===== src/trm_defines.svh =====
`ifndef TRM_DEFINES_SVH
`define TRM_DEFINES_SVH

// ****************************************
// Register offsets
// ****************************************
`define TRM_CTRL_OFS 5'h00
`define TRM_OUTCFG_OFS 5'h04
`define TRM_ACTCFG_OFS 5'h08
`define TRM_DIRECT_OFS 5'h0c
`define TRM_CMD_OFS 5'h10
`define TRM_STATUS_OFS 5'h14

// ****************************************
// Field positions and masks
// ****************************************
`define TRM_CTRL_MASK 32'h0000_01ff
`define TRM_CTRL_EN 0
`define TRM_CTRL_SRC 1
`define TRM_CTRL_CH 4
`define TRM_CTRL_OPM 5
`define TRM_CTRL_BTN 8
`define TRM_OUTCFG_MASK 32'h0000_01ff
`define TRM_OUT_FAULT_EN 0
`define TRM_OUT_1_EN 1
`define TRM_OUT_1_COND 2
`define TRM_OUT_2_EN 3
`define TRM_OUT_2_COND 4
`define TRM_OUT_FAULT_CH 5
`define TRM_OUT_FAULT_OPM 6
`define TRM_ACTCFG_MASK 32'h0000_03ff
`define TRM_ACT_CHA_EN 0
`define TRM_ACT_CHA_COND 1
`define TRM_ACT_CHB_EN 3
`define TRM_ACT_CHB_COND 4
`define TRM_ACT_LOG_EN 6
`define TRM_ACT_ARB 7
`define TRM_ACT_CAP_EN 9
`define TRM_DIRECT_MASK 32'h0000_000f
`define TRM_DIR_LVL1 0
`define TRM_DIR_LVL2 1
`define TRM_DIR_EN1 2
`define TRM_DIR_EN2 3
`define TRM_CMD_TRG 0
`define TRM_CMD_CLR_LOG 1
`define TRM_CMD_CLR_CAP 2

// ****************************************
// Bus answers and timing
// ****************************************
`define TRM_RESP_OKAY 2'h0
`define TRM_RESP_SLVERR 2'h2
`define TRM_CLK_NS 50
`define TRM_PULSE_NS 1000
`define TRM_PULSE_CYC ((`TRM_PULSE_NS + `TRM_CLK_NS - 1) / `TRM_CLK_NS)

`endif


===== src/trm_pkg.sv =====
package trm_pkg;
  typedef enum logic [2:0] {
    SRC_EXT_A, SRC_EXT_B, SRC_AUX, SRC_OUT_A, SRC_OUT_B, SRC_OPMODE, SRC_MANUAL
  } trm_source_t;
  typedef enum logic [2:0] {OPM_CC, OPM_CV, OPM_CR, OPM_PROT, OPM_SINK} trm_opmode_t;
  typedef enum logic [1:0] {CHC_ON, CHC_OFF, CHC_GATED} trm_chcond_t;
  typedef enum logic [1:0] {ARB_OFF, ARB_START, ARB_STEP} trm_arbmode_t;
endpackage

===== src/trm_edge_sync.sv =====
`timescale 1ns/1ns
module trm_edge_sync (
  // Clock and reset
  input wire logic ref_clk,
  input wire logic rstn,
  // Active-low pin
  input wire logic pinLow_n,
  // Synchronised view
  output logic asserted,
  output logic assertPulse
);
  logic meta_q, meta_d, sync_q, sync_d, prev_q, prev_d;

  always_comb begin
    meta_d = pinLow_n;
    sync_d = meta_q;
    prev_d = sync_q;
  end

  always_ff @(posedge ref_clk or negedge rstn) begin
    if (!rstn) begin
      meta_q <= 1'b1;
      sync_q <= 1'b1;
      prev_q <= 1'b1;
    end else begin
      meta_q <= meta_d;
      sync_q <= sync_d;
      prev_q <= prev_d;
    end
  end

  // Level comes from the second stage; the pulse also compares it with the third
  assign asserted = !sync_q;
  assign assertPulse = !sync_q && prev_q;
endmodule


===== src/trm_matrix.sv =====
`timescale 1ns/1ns
`include "trm_defines.svh"

// Summary of operation
// - Channel A and B external trigger pins assert when pulled low.
// - Auxiliary trigger input asserts when driven low.
// - A detected selected source fires every enabled trigger-out action.
// - Output-on source: a channel output turning on is a trigger event.
// - First output pulses on trigger-in or channel A turning on.
// - Second output pulses on trigger-in or channel B turning on.
// - Channel output target turns on, off or gates on a trigger.
// - Logging target starts the logger on a detected trigger.
// - Sequencer target: start runs whole sequence, step advances one step.
// - Step mode ignores programmed step durations.
// - Capture target starts high-rate capture on a detected trigger.
// - Selected source is ignored unless trigger-in enable is on.
// - Fault, first and second outputs drive only when enabled.
// - Software may set first and second outputs to a level directly.
// - Button press set to trigger, or remote command, is a trigger.
// - One source selected at a time; many actions may respond.
module trm_matrix (
  // Clock and reset
  input wire logic ref_clk,
  input wire logic rstn,
  // Register bus
  input wire logic [4:0] s_axi_awaddr,
  input wire logic s_axi_awvalid,
  output logic s_axi_awready,
  input wire logic [31:0] s_axi_wdata,
  input wire logic [3:0] s_axi_wstrb,
  input wire logic s_axi_wvalid,
  output logic s_axi_wready,
  output logic [1:0] s_axi_bresp,
  output logic s_axi_bvalid,
  input wire logic s_axi_bready,
  input wire logic [4:0] s_axi_araddr,
  input wire logic s_axi_arvalid,
  output logic s_axi_arready,
  output logic [31:0] s_axi_rdata,
  output logic [1:0] s_axi_rresp,
  output logic s_axi_rvalid,
  input wire logic s_axi_rready,
  // Connector pins
  input wire logic externalTriggerChannelA_n,
  input wire logic externalTriggerChannelB_n,
  input wire logic auxiliaryTriggerInput_n,
  output logic firstTriggerOutput,
  output logic firstTriggerOutputEn,
  output logic secondTriggerOutput,
  output logic secondTriggerOutputEn,
  output logic faultOutput,
  output logic faultOutputEn,
  // Instrument state
  input wire logic chOutputOnA,
  input wire logic chOutputOnB,
  input wire logic [4:0] opStatusA,
  input wire logic [4:0] opStatusB,
  input wire logic buttonPress,
  // Instrument actions
  output logic chOnCmdA,
  output logic chOffCmdA,
  output logic chOnCmdB,
  output logic chOffCmdB,
  output logic logStart,
  output logic arbStart,
  output logic arbStep,
  output logic arbIgnoreTime,
  output logic captureStart
);
  // ****************************************
  // Pin synchronisers
  // ****************************************
  logic [2:0] pinRaw_n, pinLevel, pinFall;
  assign pinRaw_n = {auxiliaryTriggerInput_n, externalTriggerChannelB_n,
                     externalTriggerChannelA_n};
  for (genvar g = 0; g < 3; g++) begin : gSync
    trm_edge_sync uSync (
      .ref_clk(ref_clk),
      .rstn(rstn),
      .pinLow_n(pinRaw_n[g]),
      .asserted(pinLevel[g]),
      .assertPulse(pinFall[g])
    );
  end

  // ****************************************
  // Bus slave
  // ****************************************
  logic awReady_q, awReady_d, wReady_q, wReady_d, bValid_q, bValid_d;
  logic arReady_q, arReady_d, rValid_q, rValid_d;
  logic awHeld_q, awHeld_d, wHeld_q, wHeld_d;
  logic [1:0] bResp_q, bResp_d, rResp_q, rResp_d;
  logic [4:0] awAddr_q, awAddr_d;
  logic [31:0] wData_q, wData_d, rData_q, rData_d;
  logic [3:0] wStrb_q, wStrb_d;
  logic [31:0] ctrl_q, ctrl_d, outCfg_q, outCfg_d, actCfg_q, actCfg_d;
  logic [31:0] direct_q, direct_d, status;
  logic [2:0] cmd_q, cmd_d;
  logic doWrite;

  function automatic logic [31:0] trmMerge(input logic [31:0] old,
                                           input logic [31:0] nw,
                                           input logic [3:0] strb);
    logic [31:0] r;
    r = old;
    for (int i = 0; i < 4; i++) begin
      if (strb[i]) begin
        r[8*i +: 8] = nw[8*i +: 8];
      end
    end
    return r;
  endfunction

  always_comb begin
    doWrite = awHeld_q && wHeld_q && !bValid_q;
    awHeld_d = awHeld_q || (s_axi_awvalid && awReady_q);
    wHeld_d = wHeld_q || (s_axi_wvalid && wReady_q);
    awAddr_d = (s_axi_awvalid && awReady_q) ? s_axi_awaddr : awAddr_q;
    wData_d = (s_axi_wvalid && wReady_q) ? s_axi_wdata : wData_q;
    wStrb_d = (s_axi_wvalid && wReady_q) ? s_axi_wstrb : wStrb_q;
    bValid_d = bValid_q && !s_axi_bready;
    bResp_d = bResp_q;
    ctrl_d = ctrl_q;
    outCfg_d = outCfg_q;
    actCfg_d = actCfg_q;
    direct_d = direct_q;
    cmd_d = 3'h0;
    if (doWrite) begin
      awHeld_d = 1'b0;
      wHeld_d = 1'b0;
      bValid_d = 1'b1;
      bResp_d = `TRM_RESP_OKAY;
      unique case (awAddr_q)
        `TRM_CTRL_OFS: ctrl_d = trmMerge(ctrl_q, wData_q, wStrb_q) & `TRM_CTRL_MASK;
        `TRM_OUTCFG_OFS: outCfg_d = trmMerge(outCfg_q, wData_q, wStrb_q) & `TRM_OUTCFG_MASK;
        `TRM_ACTCFG_OFS: actCfg_d = trmMerge(actCfg_q, wData_q, wStrb_q) & `TRM_ACTCFG_MASK;
        `TRM_DIRECT_OFS: direct_d = trmMerge(direct_q, wData_q, wStrb_q) & `TRM_DIRECT_MASK;
        `TRM_CMD_OFS: cmd_d = wStrb_q[0] ? wData_q[2:0] : 3'h0;
        `TRM_STATUS_OFS: bResp_d = `TRM_RESP_OKAY;
        default: bResp_d = `TRM_RESP_SLVERR;
      endcase
    end
    awReady_d = !awHeld_d;
    wReady_d = !wHeld_d;
    rValid_d = rValid_q && !s_axi_rready;
    arReady_d = !rValid_d;
    rData_d = rData_q;
    rResp_d = rResp_q;
    if (s_axi_arvalid && arReady_q) begin
      rValid_d = 1'b1;
      arReady_d = 1'b0;
      rResp_d = `TRM_RESP_OKAY;
      unique case (s_axi_araddr)
        `TRM_CTRL_OFS: rData_d = ctrl_q;
        `TRM_OUTCFG_OFS: rData_d = outCfg_q;
        `TRM_ACTCFG_OFS: rData_d = actCfg_q;
        `TRM_DIRECT_OFS: rData_d = direct_q;
        `TRM_CMD_OFS: rData_d = 32'h0;
        `TRM_STATUS_OFS: rData_d = status;
        default: begin
          rData_d = 32'h0;
          rResp_d = `TRM_RESP_SLVERR;
        end
      endcase
    end
  end

  always_ff @(posedge ref_clk or negedge rstn) begin
    if (!rstn) begin
      awReady_q <= 1'b1;
      wReady_q <= 1'b1;
      arReady_q <= 1'b1;
      bValid_q <= 1'b0;
      rValid_q <= 1'b0;
      awHeld_q <= 1'b0;
      wHeld_q <= 1'b0;
      bResp_q <= 2'h0;
      rResp_q <= 2'h0;
      awAddr_q <= 5'h00;
      wData_q <= 32'h0;
      wStrb_q <= 4'h0;
      rData_q <= 32'h0;
      ctrl_q <= 32'h0;
      outCfg_q <= 32'h0;
      actCfg_q <= 32'h0;
      direct_q <= 32'h0;
      cmd_q <= 3'h0;
    end else begin
      awReady_q <= awReady_d;
      wReady_q <= wReady_d;
      arReady_q <= arReady_d;
      bValid_q <= bValid_d;
      rValid_q <= rValid_d;
      awHeld_q <= awHeld_d;
      wHeld_q <= wHeld_d;
      bResp_q <= bResp_d;
      rResp_q <= rResp_d;
      awAddr_q <= awAddr_d;
      wData_q <= wData_d;
      wStrb_q <= wStrb_d;
      rData_q <= rData_d;
      ctrl_q <= ctrl_d;
      outCfg_q <= outCfg_d;
      actCfg_q <= actCfg_d;
      direct_q <= direct_d;
      cmd_q <= cmd_d;
    end
  end

  assign s_axi_awready = awReady_q;
  assign s_axi_wready = wReady_q;
  assign s_axi_bvalid = bValid_q;
  assign s_axi_bresp = bResp_q;
  assign s_axi_arready = arReady_q;
  assign s_axi_rvalid = rValid_q;
  assign s_axi_rdata = rData_q;
  assign s_axi_rresp = rResp_q;

  // ****************************************
  // Trigger routing
  // ****************************************
  trm_pkg::trm_source_t src;
  trm_pkg::trm_chcond_t condA, condB;
  trm_pkg::trm_arbmode_t arbMode;
  logic trigEn, srcLevel, srcEvent, trig, opSel, opFault, gate;
  logic [4:0] opMode, faultMode;
  logic [2:0] fire, outEn;
  logic [1:0] chOn_d, chOff_d;
  logic [4:0] opPrevA_q, opPrevA_d, opPrevB_q, opPrevB_d;
  logic [1:0] chPrev_q, chPrev_d;
  logic srcPrev_q, srcPrev_d, gate_q, gate_d, logAct_q, logAct_d, capAct_q, capAct_d;
  logic [4:0] cnt_q [3];
  logic [4:0] cnt_d [3];
  logic [2:0] pin_q, pin_d;
  logic [2:0] act_q, act_d;
  logic [3:0] arb_q, arb_d;
  logic [7:0] stepCnt_q, stepCnt_d;
  logic ignTime_q, ignTime_d;

  always_comb begin
    src = trm_pkg::trm_source_t'(ctrl_q[`TRM_CTRL_SRC +: 3]);
    condA = trm_pkg::trm_chcond_t'(actCfg_q[`TRM_ACT_CHA_COND +: 2]);
    condB = trm_pkg::trm_chcond_t'(actCfg_q[`TRM_ACT_CHB_COND +: 2]);
    arbMode = trm_pkg::trm_arbmode_t'(actCfg_q[`TRM_ACT_ARB +: 2]);
    trigEn = ctrl_q[`TRM_CTRL_EN];
    opMode = 5'h1 << ctrl_q[`TRM_CTRL_OPM +: 3];
    faultMode = 5'h1 << outCfg_q[`TRM_OUT_FAULT_OPM +: 3];
    opSel = ctrl_q[`TRM_CTRL_CH] ? |(opStatusB & opMode) : |(opStatusA & opMode);
    opFault = outCfg_q[`TRM_OUT_FAULT_CH] ? |(opStatusB & ~opPrevB_q & faultMode)
                                          : |(opStatusA & ~opPrevA_q & faultMode);
    // Only one source is looked at, whatever the others do
    unique case (src)
      trm_pkg::SRC_EXT_A: srcLevel = pinLevel[0];
      trm_pkg::SRC_EXT_B: srcLevel = pinLevel[1];
      trm_pkg::SRC_AUX: srcLevel = pinLevel[2];
      trm_pkg::SRC_OUT_A: srcLevel = chOutputOnA;
      trm_pkg::SRC_OUT_B: srcLevel = chOutputOnB;
      trm_pkg::SRC_OPMODE: srcLevel = opSel;
      trm_pkg::SRC_MANUAL: srcLevel = (buttonPress && ctrl_q[`TRM_CTRL_BTN]) ||
                                      cmd_q[`TRM_CMD_TRG];
      default: srcLevel = 1'b0;
    endcase
    // Pin sources use the synchroniser edge; manual ones are pulses already
    unique case (src)
      trm_pkg::SRC_EXT_A: srcEvent = pinFall[0];
      trm_pkg::SRC_EXT_B: srcEvent = pinFall[1];
      trm_pkg::SRC_AUX: srcEvent = pinFall[2];
      trm_pkg::SRC_MANUAL: srcEvent = srcLevel;
      default: srcEvent = srcLevel && !srcPrev_q;
    endcase
    trig = trigEn && srcEvent;
    gate = trigEn && srcLevel;
    srcPrev_d = srcLevel;
    gate_d = gate;
    opPrevA_d = opStatusA;
    opPrevB_d = opStatusB;
    chPrev_d = {chOutputOnB, chOutputOnA};
    fire[0] = opFault;
    fire[1] = outCfg_q[`TRM_OUT_1_COND] ? (chOutputOnA && !chPrev_q[0]) : trig;
    fire[2] = outCfg_q[`TRM_OUT_2_COND] ? (chOutputOnB && !chPrev_q[1]) : trig;
    outEn = {outCfg_q[`TRM_OUT_2_EN], outCfg_q[`TRM_OUT_1_EN], outCfg_q[`TRM_OUT_FAULT_EN]};
    for (int i = 0; i < 3; i++) begin
      // Stretched so slow external equipment sees the pulse
      if (fire[i] && outEn[i]) begin
        cnt_d[i] = 5'(`TRM_PULSE_CYC);
      end else if (cnt_q[i] != 5'h00) begin
        cnt_d[i] = cnt_q[i] - 5'h01;
      end else begin
        cnt_d[i] = 5'h00;
      end
      pin_d[i] = outEn[i] && (cnt_d[i] != 5'h00);
    end
    if (!outEn[1] && direct_q[`TRM_DIR_EN1]) begin
      pin_d[1] = direct_q[`TRM_DIR_LVL1];
    end
    if (!outEn[2] && direct_q[`TRM_DIR_EN2]) begin
      pin_d[2] = direct_q[`TRM_DIR_LVL2];
    end
    act_d = {outEn[2] || direct_q[`TRM_DIR_EN2], outEn[1] || direct_q[`TRM_DIR_EN1],
             outEn[0]};
    chOn_d = 2'h0;
    chOff_d = 2'h0;
    if (actCfg_q[`TRM_ACT_CHA_EN]) begin
      chOn_d[0] = (condA == trm_pkg::CHC_ON) ? trig :
                  (condA == trm_pkg::CHC_GATED) && gate && !gate_q;
      chOff_d[0] = (condA == trm_pkg::CHC_OFF) ? trig :
                   (condA == trm_pkg::CHC_GATED) && !gate && gate_q;
    end
    if (actCfg_q[`TRM_ACT_CHB_EN]) begin
      chOn_d[1] = (condB == trm_pkg::CHC_ON) ? trig :
                  (condB == trm_pkg::CHC_GATED) && gate && !gate_q;
      chOff_d[1] = (condB == trm_pkg::CHC_OFF) ? trig :
                   (condB == trm_pkg::CHC_GATED) && !gate && gate_q;
    end
    // A new start beats a clear in the same cycle
    arb_d[0] = trig && actCfg_q[`TRM_ACT_LOG_EN];
    arb_d[1] = trig && (arbMode == trm_pkg::ARB_START);
    arb_d[2] = trig && (arbMode == trm_pkg::ARB_STEP);
    arb_d[3] = trig && actCfg_q[`TRM_ACT_CAP_EN];
    logAct_d = arb_d[0] || (logAct_q && !cmd_q[`TRM_CMD_CLR_LOG]);
    capAct_d = arb_d[3] || (capAct_q && !cmd_q[`TRM_CMD_CLR_CAP]);
    stepCnt_d = arb_d[2] ? stepCnt_q + 8'h01 : stepCnt_q;
    ignTime_d = (arbMode == trm_pkg::ARB_STEP);
    status = {16'h0, stepCnt_q, 2'h0, pin_q, srcPrev_q, capAct_q, logAct_q};
  end

  always_ff @(posedge ref_clk or negedge rstn) begin
    if (!rstn) begin
      srcPrev_q <= 1'b0;
      gate_q <= 1'b0;
      opPrevA_q <= 5'h00;
      opPrevB_q <= 5'h00;
      chPrev_q <= 2'h0;
      for (int i = 0; i < 3; i++) begin
        cnt_q[i] <= 5'h00;
      end
      pin_q <= 3'h0;
      act_q <= 3'h0;
      arb_q <= 4'h0;
      logAct_q <= 1'b0;
      capAct_q <= 1'b0;
      stepCnt_q <= 8'h00;
      ignTime_q <= 1'b0;
      {chOnCmdB, chOnCmdA, chOffCmdB, chOffCmdA} <= 4'h0;
    end else begin
      srcPrev_q <= srcPrev_d;
      gate_q <= gate_d;
      opPrevA_q <= opPrevA_d;
      opPrevB_q <= opPrevB_d;
      chPrev_q <= chPrev_d;
      cnt_q <= cnt_d;
      pin_q <= pin_d;
      act_q <= act_d;
      arb_q <= arb_d;
      logAct_q <= logAct_d;
      capAct_q <= capAct_d;
      stepCnt_q <= stepCnt_d;
      ignTime_q <= ignTime_d;
      {chOnCmdB, chOnCmdA, chOffCmdB, chOffCmdA} <= {chOn_d, chOff_d};
    end
  end

  assign faultOutput = pin_q[0];
  assign firstTriggerOutput = pin_q[1];
  assign secondTriggerOutput = pin_q[2];
  assign faultOutputEn = act_q[0];
  assign firstTriggerOutputEn = act_q[1];
  assign secondTriggerOutputEn = act_q[2];
  assign logStart = arb_q[0];
  assign arbStart = arb_q[1];
  assign arbStep = arb_q[2];
  assign captureStart = arb_q[3];
  assign arbIgnoreTime = ignTime_q;
endmodule


===== config.mk =====
export PLATFORM = sky130hd
export DESIGN_NAME = trm_matrix
export DESIGN_NICKNAME = d
export VERILOG_FILES = /design/src/trm_pkg.sv /design/src/trm_edge_sync.sv /design/src/trm_matrix.sv
export VERILOG_INCLUDE_DIRS = /design/src
export SDC_FILE = /design/constraint.sdc
export NUM_CORES = 1
export LEC_CHECK = 0
export ABC_AREA = 1
export BUFFER_PORTS_ARGS = -buffer_cell sky130_fd_sc_hd__buf_2
export CAP_MARGIN = 20
export CORE_MARGIN = 5
export CORE_UTILIZATION = 45
export DETAILED_ROUTE_END_ITERATION = 7
export GPL_ROUTABILITY_DRIVEN = 0
export HOLD_SLACK_MARGIN = 0.05
export PLACE_DENSITY = 0.63
export SKIP_LAST_GASP = 1
export SYNTH_ARGS = -nofsm -noshare
export SYNTH_HDL_FRONTEND = slang
export SYNTH_SLANG_ARGS = --single-unit

===== constraint.sdc =====
create_clock -name ref_clk -period 3.9 [get_ports ref_clk]
set_input_delay 0.78 -clock ref_clk [delete_from_list [all_inputs] [get_ports ref_clk]]
set_output_delay 0.78 -clock ref_clk [all_outputs]
set_load 0.005 [all_outputs]

== Yosys cells after proc, flatten, opt, wreduce, memory -nomap -nowiden ==
Cells that the tools add are included.
Cells by class
  bitwise gates (word level): 8
  reduce and logical (&&, ||, !) cells: 87
  mux-type cells: 33
  shift-type cells: 2
  equal/unequal tests: 22
  add/sub/neg operators: 4
Operators with widths (count)
  $pmux W16 S5: 1
  $logic_and A1 B1 Y1: 38
  $and A5 B5 Y5: 6
  $mux W5: 6
  $reduce_bool A5 Y1: 6
  $reduce_and A3 Y1: 7
  $eq A5 B4 Y1 const B: 4
  $eq A5 B5 Y1 const B: 4
  $reduce_or A5 Y1: 4
  $mux W1: 19
  $logic_not A1 Y1: 18
  $sub A5 B1 Y5 const B: 3
  $reduce_or A6 Y1: 2
  $eq A5 B3 Y1 const B: 2
  $logic_not A5 Y1: 2
  $not A5 Y5: 2
  $shl A1 B3 Y5 const A: 2
  $eq A3 B3 Y1 const B: 3
  $mux W3: 3
  $add A8 B1 Y8 const B: 1
  $logic_or A1 B1 Y1: 7
  $pmux W1 S7: 1
  $eq A2 B1 Y1 const B: 3
  $eq A2 B2 Y1 const B: 3
  6 further kinds: 9
Word-level totals
  output and inout port bits: 56
  logic and storage cells: 205
  bits of input ports: 69
  bits in registers: 158

== Longest topological paths before layout ==
Gate-level depths: netlist of the first run.
  depth after elaboration: 14
  depth in mapped cells: 17
  depth with buffers taken out: 16

== By module ==
A second synthesis of the first run with hierarchy kept.
Second synthesis, totals
  cells, all modules: 683
  area total of the unflattened synthesis: 6150.9 µm²
Modules (own cells, without submodules)
  trm_matrix: times used 1, seq. area each 3281.9 µm², area an instance 5873.1 µm², cells each 665
  trm_edge_sync: times used 3, seq. area each 78.8 µm², area an instance 92.6 µm², cells each 6

== Least setup slack after synthesis of the first run ==
OpenSTA, ideal clock, no wires.
  path kind: in2reg
  start: in buttonPress
  end: reg pin_q[2]
  data arrival time: 1878 ps
  buffers on the path: 0
  slack: 1903 ps
  setup time: 119 ps
  required time: 3781 ps
  stages: 13
  cell sequence: a21oi_1 > nand3b_2 > nand3_2 > nor2_4 > nand2_2 > nand2_2 > nand2_2 > nand2_4 > nand2_1 > nand2_2 > nand3b_1 > nor2_1 > nor2_1
Between the ends
  word-level cells in the longest chain between the ends: 12
RTL lines
  from (decl): line trm_matrix.sv:58  | input wire logic buttonPress,
  $logic_and A1 B1 Y1 *: line trm_matrix.sv:259  | trm_pkg::SRC_MANUAL: srcLevel = (buttonPress && ctrl_q[`TRM_CTRL_BTN]) ||
  $logic_or A1 B1 Y1 *: line trm_matrix.sv:259
  $pmux W1 S7 *: line trm_matrix.sv:252  | unique case (src)
  via srcLevel: line trm_matrix.sv:225  | logic trigEn, srcLevel, srcEvent, trig, opSel, opFault, gate;
  $logic_and A1 B1 Y1: line trm_matrix.sv:269  | default: srcEvent = srcLevel && !srcPrev_q;
  $pmux W1 S4 *: line trm_matrix.sv:264  | unique case (src)
  $logic_and A1 B1 Y1 *: line trm_matrix.sv:271  | trig = trigEn && srcEvent;
  $mux W1 *: line trm_matrix.sv:280  | fire[2] = outCfg_q[`TRM_OUT_2_COND] ? (chOutputOnB && !chPrev_q[1]) : trig;
  $logic_and A1 B1 Y1 *: line trm_matrix.sv:284  | if (fire[i] && outEn[i]) begin
  $mux W5 *: line trm_matrix.sv:284
  $reduce_bool A5 Y1 *: line trm_matrix.sv:291  | pin_d[i] = outEn[i] && (cnt_d[i] != 5'h00);
  $logic_and A1 B1 Y1 *: line trm_matrix.sv:291
  $mux W1 *: line trm_matrix.sv:296  | if (!outEn[2] && direct_q[`TRM_DIR_EN2]) begin
  via pin_d[2]: line trm_matrix.sv:234  | logic [2:0] pin_q, pin_d;
  to (signal assigned): line trm_matrix.sv:352  | pin_q <= pin_d;
  to (decl): line trm_matrix.sv:234
The timed path passes the listed nets; every way through them passes the cells marked *.
A chain may end at the register's enable or synchronous reset.

== Final worst setup path of the first run ==
  start: in s_axi_araddr[1]
  end: reg rData_q[4] (netlist: s_axi_rdata[4])
Between the ends
  word-level cells in the longest chain between the ends: 2
  elaborated cells between the ends (all ways): 6
  those cells by class: 4 x eq/ne; 1 x mux; 1 x reduce/logical
RTL lines
  from (decl): line trm_matrix.sv:36  | input wire logic [4:0] s_axi_araddr,
  $eq A5 B5 Y1, or another cell as far along: line trm_matrix.sv:153  | unique case (s_axi_araddr)
  $pmux W16 S5 *: line trm_matrix.sv:153
  to (signal assigned): line trm_matrix.sv:201  | rData_q <= rData_d;
  to (decl): line trm_matrix.sv:94  | logic [31:0] wData_q, wData_d, rData_q, rData_d;
Every way passes the cells marked *; elsewhere a longest branch is shown, timed or not.

==> results of run 1 <==
==> final cells by class <==
class	count	area share, %
clock inverter	15	3.327
timing repair buffer	85	5.957
clock buffer	17	5.771
inverter	99	5.143
tap	176	2.987
sequential	140	47.73
multi-input combinational	425	29.09
==> Yosys cell counts (all sizes together), types with 2 or more instances <==
master,count
inv,99
o31ai,3
dfrtp,128
a221oi,2
nand4,18
nand3,33
dfstp,12
nor3,17
o22ai,6
xor2,8
nor2,53
clkbuf,8
or2,5
a21oi,27
nor3b,3
ha,4
buf,21
nand3b,4
a31oi,3
o21ai,62
o2111ai,2
nand2,150
==> cell families (layout without fill, tap and decap cells) <==
| kind of cell | Yosys count | count (layout) | share of synthesized area, % |
|---|---|---|---|
| other | 1 | 18 | 0.06083 |
| multiplexers | 1 | 1 | 0.1827 |
| AO/OA/AOI/OAI | 109 | 109 | 9.925 |
| buffers and inverters | 128 | 216 | 9.174 |
| AND/OR/NAND/NOR | 284 | 284 | 21.37 |
| XOR/XNOR | 9 | 9 | 1.401 |
| adder cells (fa/ha/maj) | 4 | 4 | 0.8119 |
| flip-flops | 140 | 140 | 57.07 |
==> power groups by stage <==
stage / combinational [uW] / clock [uW] / sequential [uW]
floorplan: 1020 / 0 / 2060
global placement: 1290 / 0 / 2140
detailed placement: 1350 / 0 / 2160
CTS: 1360 / 1850 / 2140
global route: 1560 / 1920 / 2190
finish: 1340 / 1820 / 2150
==> metal layers <==
layer | wire (um) | vias to the layer above
met5 | 0 | -
met4 | 203 | 0
met3 | 1020 | 16
met2 | 6703 | 168
met1 | 6518 | 2287
li1 | - | 2340
==> worst max-delay path by stage <==
stage | start | cells past startpoint | end
after floorplan | buttonPress | 13 | pin_q[2]$_DFF_PN0_
after global placement | s_axi_araddr[1] | 12 | s_axi_rdata[4]$_DFFE_PN0P_
after detailed placement | s_axi_araddr[1] | 12 | s_axi_rdata[4]$_DFFE_PN0P_
after CTS | s_axi_araddr[1] | 12 | s_axi_rdata[4]$_DFFE_PN0P_
after global routing | s_axi_araddr[1] | 12 | s_axi_rdata[4]$_DFFE_PN0P_
final | s_axi_araddr[1] | 12 | s_axi_rdata[4]$_DFFE_PN0P_
==> per-stage QoR <==
stage | cells | utilization, %
2_1_floorplan | 693 | -
3_3_place_gp | 925 | 50.21
3_5_place_dp | 925 | 50.21
4_1_cts | 957 | 55.23
5_1_grt | 957 | 55.23
6_report | 957 | 55.23
==> critical path, stage by stage <==
cell,delay (ns)
buf_2,0.09
nor2_1,0.28
inv_1,0.12
nor3_1,0.14
inv_1,0.09
nor2_1,0.37
inv_1,0.21
o21ai_0,0.18
a21oi_1,0.06
o21ai_0,0.13
nand2_1,0.09
nand2_1,0.07
==> state kept, by name, summed over array words and instances, names as in the netlist, 4 cells and up <==
| register | count |
|---|---|
| opPrevA_q | 5 |
| direct_q | 4 |
| actCfg_q | 10 |
| stepCnt_q | 8 |
| arb_q | 4 |
| s_axi_rdata | 16 |
| ctrl_q | 9 |
| awAddr_q | 5 |
| cnt_q | 15 |
| opPrevB_q | 5 |
| outCfg_q | 9 |
| wData_q | 10 |
==> run metrics, run 1 <==
status=completed; PwrDens=719.7 nW/um^2; DRC=0; Main synth FF type=dfrtp_1; antenna viol nets, final=0; Setup CP Type=in2reg; Worst Path Arrival=2.62 ns; final period utilization=58.01%; Post-DP HPWL=10.52 mm; Syn Inst Count=676; most frequent cells in the layout=nand2_1, dfrtp_1, inv_1; Reg area=3518 um^2; largest net degree at the start of global routing=82; Starting Density=46.18%; initial antenna violation count=0; synth warn=0; P_int=3523 uW; Clock Tree Buf Depth=2; GRT Total Usage=18.76%; Worst Max-Slew Pin Slew=0.8087 ns; clk_lat worst skew=0.42 ns; area grow syn2layout=19.59%; CTS root buffer=clkbuf_16; maximum capacitance violations=0; # rows=42; proportion of layout cells with a drive suffix above 1=21.00%; post-CTS setup repair buffer count=0; Hold EP=gSync[2].uSync.prev_d$_DFF_PN1_; IO Pins=125; Clock Sinks=140; Synth Register Bits=140; NetSw=1783 uW; met1 usage in global routing=25.27%; setup ws final=1.638 ns; max_slew headroom=45.95%; Tot Pwr=5306 uW; final setup TNS=0 ns; maximum vdd drop=0.3992 mV; startpoint class of the critical path=input pin; Hold Path Origin=gSync[2].uSync.meta_q$_DFF_PN1_; vias in the first global route=4820; clock network power share=34.3%; Fin Clk Skew=0.006661 ns; Place WS=1.294 ns; class of the worst hold path=reg2reg; DR iter-0 viols=446; mapped cell area=6165 um^2; share of the synthesized area in the top cell type=51.96%; grt total ovfl=0; post-synth top area cell=dfrtp_1; htree depth=4; Seq/Total Area, Yosys=57.07%; antenna cells=0; # setup viols final=0; FF-to-FF Start=awAddr_q[1]$_DFFE_PN0P_; Hold WS=0.3545 ns; Top Usage Layer GRT=met2; filler instances=1236; die height=127.0 um; worst hold stages=0; Final min period=2.262 ns; first-pass GRT wire length=23.84 mm; Chip Width=127.0 um; Worst R2R End=outCfg_q[2]$_DFFE_PN0P_; area occupied by multi-input gates=2145 um^2; RSZ-0062 raised after global routing=false; Pleak=0.003701 uW; worst r2r path cells=5; die area=16140 um^2; global routing met2 resource utilization=29.36%; drt via density=5.027; CP max FO=5; logic gate share of total power=25.3%; reg-to-reg slack, setup=1.83 ns; Placement Cell Area=6701 um^2; nature of the critical path endpoint=flop; CTS resizes=0; Post-CTS Hold Fix Bufs=0; post-synthesis average cell area=9.119 um^2; CTS tree=yes; M3 GR Usage=5.217%; switch share=33.60%; EDFF count, synth=0; asr flop ratio synth=100.0%; drt first pass iters=5; most common cell after layout, fill and taps aside=nand2_1; DRT Wirelength=14.45 mm; fmax=442.0 MHz; Design Area, Final=7372 um^2; input/output buffers=82; Seq pwr share=40.4%; final net count=841; max-slew violations=0; Final Hold Viols=0; Req. time, crit path=4.25 ns; CTS clk-pin slew, worst paths=0.06 ns; top post-synthesis cells by area=dfrtp_1, nand2_1, inv_1; via count=4811; Wirelength per Cell=15.09 um; post-synth cell types=44; CTS Buf Count=17; Core ar.=13350 um^2
No activity file was read; power rests on OpenSTA's default activity.
==> run 2, diff against run 1 <==
==> constraint.sdc (replaced) <==
create_clock -name ref_clk -period 2.35 [get_ports ref_clk]
set_input_delay 0.47 -clock ref_clk [delete_from_list [all_inputs] [get_ports ref_clk]]
set_output_delay 0.47 -clock ref_clk [all_outputs]
set_load 0.005 [all_outputs]
==> run 2 against run 1 <==
Cell count increased by 0.63%. Sequential cell count is the same. Combinational power increased by 68%. Routed wire length fell by 3.0%. Largest power group unchanged. Highest routed layer unchanged.
==> run metrics, run 2 (same netlist as run 1, synthesis figures left out) <==
most frequent cells in the layout=nand2_1, dfrtp_1, inv_1; max_slew headroom=62.94%; DRC=0; vias in the first global route=4665; DRT Wirelength=14.01 mm; final setup TNS=0 ns; final period utilization=84.61%; fmax=502.9 MHz; filler instances=1233; # setup viols final=0; CTS tree=yes; Fin Clk Skew=0.007142 ns; GRT Total Usage=18.00%; Req. time, crit path=2.65 ns; DR iter-0 viols=371; Critical-path top delay cell=dfrtp_1; input/output buffers=82; CTS root buffer=clkbuf_16; startpoint class of the critical path=flop; drt first pass iters=5; initial antenna violation count=0; Worst Path Arrival=2.29 ns; Starting Density=46.18%; FF-to-FF Start=ctrl_q[3]$_DFFE_PN0P_; post-CTS setup repair buffer count=0; CTS Buf Count=17; Largest register FFs=16; nature of the critical path endpoint=flop; met3 wire length=778 um; crit path from=ctrl_q[3]$_DFFE_PN0P_; Wirelength per Cell=14.55 um; CTS clk-pin slew, worst paths=0.05 ns; slowest stage delay, CP=0.54 ns; drt via density=4.920; Clock Tree Buf Depth=2; DR WL met2=6.466 mm; CTS resizes=0; IO Pins=125; htree depth=4; max-slew violations=0; grt total ovfl=0; die area=16140 um^2; Core ar.=13350 um^2; Worst Max-Slew Pin Slew=0.5508 ns; Post-CTS Hold Fix Bufs=1; largest net degree at the start of global routing=54; die height=127.0 um; antenna cells=0; area grow syn2layout=19.00%; wl on met1=6.570 mm; first-pass GRT wire length=23.12 mm; Final Hold Viols=0; via count=4738; Post-DP HPWL=10.45 mm; proportion of layout cells with a drive suffix above 1=21.22%; highest metal used=met4; Tot Pwr=8270 uW; maximum capacitance violations=0; Setup CP Type=reg2reg; Final Util=54.96%; class of the worst hold path=in2reg; final net count=847; CP max FO=8; Pleak=0.003709 uW; Final min period=1.988 ns; antenna viol nets, final=0; PwrDens=1127 nW/um^2; Clock Sinks=140; RSZ-0062 raised after global routing=false; worst-path cell chain=inv_1 -> a21oi_1 -> a21oi_1 -> a41oi_4 -> nand2_4 -> inv_6 -> nand2_8 -> nor2_4 -> nand3_1 -> nand2_1 -> nand2_1; Hold Path Origin=externalTriggerChannelA_n; Chip Width=127.0 um; # rows=42; status=completed; clk_lat worst skew=0.41 ns; most common cell after layout, fill and taps aside=nand2_1; maximum vdd drop=0.5256 mV
[run 2: cell count changes in the layout (fill, tap and decap cells not counted), sizes merged]
cell,delta
bufinv,-6
clkinvlp,-4
clkbuf,+9
inv,-1
dlygate4sd3,+1
buf,+5
clkinv,+2
[run 2: stage by stage]
step	instance area, um^2	cells	worst slack (ns)	hold WS (ns)
floorplan	6228	693	0.6509	0.1744
global placement	6764	930	0.3056	0.3467
detailed placement	6764	930	0.2163	0.3468
CTS	7336	963	0.3439	0.1449
global route	7336	963	0.1556	0.1434
finish	7336	963	0.3617	0.1612
[run 2: area by class of cell]
class | count | area (um^2) | area share, %
Clock buffer | 26 | 529.3 | 7.215
Clock inverter | 6 | 32.53 | 0.4435
Inverter | 99 | 379.1 | 5.168
Multi-Input combinational cell | 425 | 2145 | 29.23
Sequential cell | 140 | 3518 | 47.96
Tap cell | 176 | 220.2 | 3.002
Timing Repair Buffer | 91 | 511.7 | 6.976
[run 2: worst paths after layout]
check | slack, ns | cells after the start | to
max in group asynchronous | 1.07 | 3 | gSync[1].uSync.prev_d$_DFF_PN1_
max reg2reg | 0.36 | 11 | stepCnt_q[4]$_DFFE_PN0P_
min in group asynchronous | 0.59 | 2 | cnt_q[0]$_DFF_PN0_
min | 0.16 | 1 | gSync[0].uSync.meta_q$_DFF_PN1_
max | 0.36 | 11 | stepCnt_q[4]$_DFFE_PN0P_
min reg2reg | 0.35 | 0 | gSync[0].uSync.prev_d$_DFF_PN1_
[run 2: where the power goes]
group          internal (uW)  total (uW)  leakage (uW)  switching [uW]
registers               3060        3560       0.00177             507
logic                    813        2250       0.00165            1440
clock network           1540        2460      0.000282             923
total                   5400        8270       0.00371            2870
[run 2: layer usage]
layer / GRT usage, % / vias to the layer above
met5: 0 / -
met4: 6.309 / 0
met3: 4.048 / 16
met2: 28.18 / 132
met1: 24.88 / 2241
li1: - / 2349
[run 2: worst max-delay path: cells and delay by family (launching register included)]
family	cells	cell delay, ns
AOI/OAI and AO/OA	3	0.56
buffers and inverters	2	0.25
DFF	1	0.54
and+or+nand+nor	6	0.52
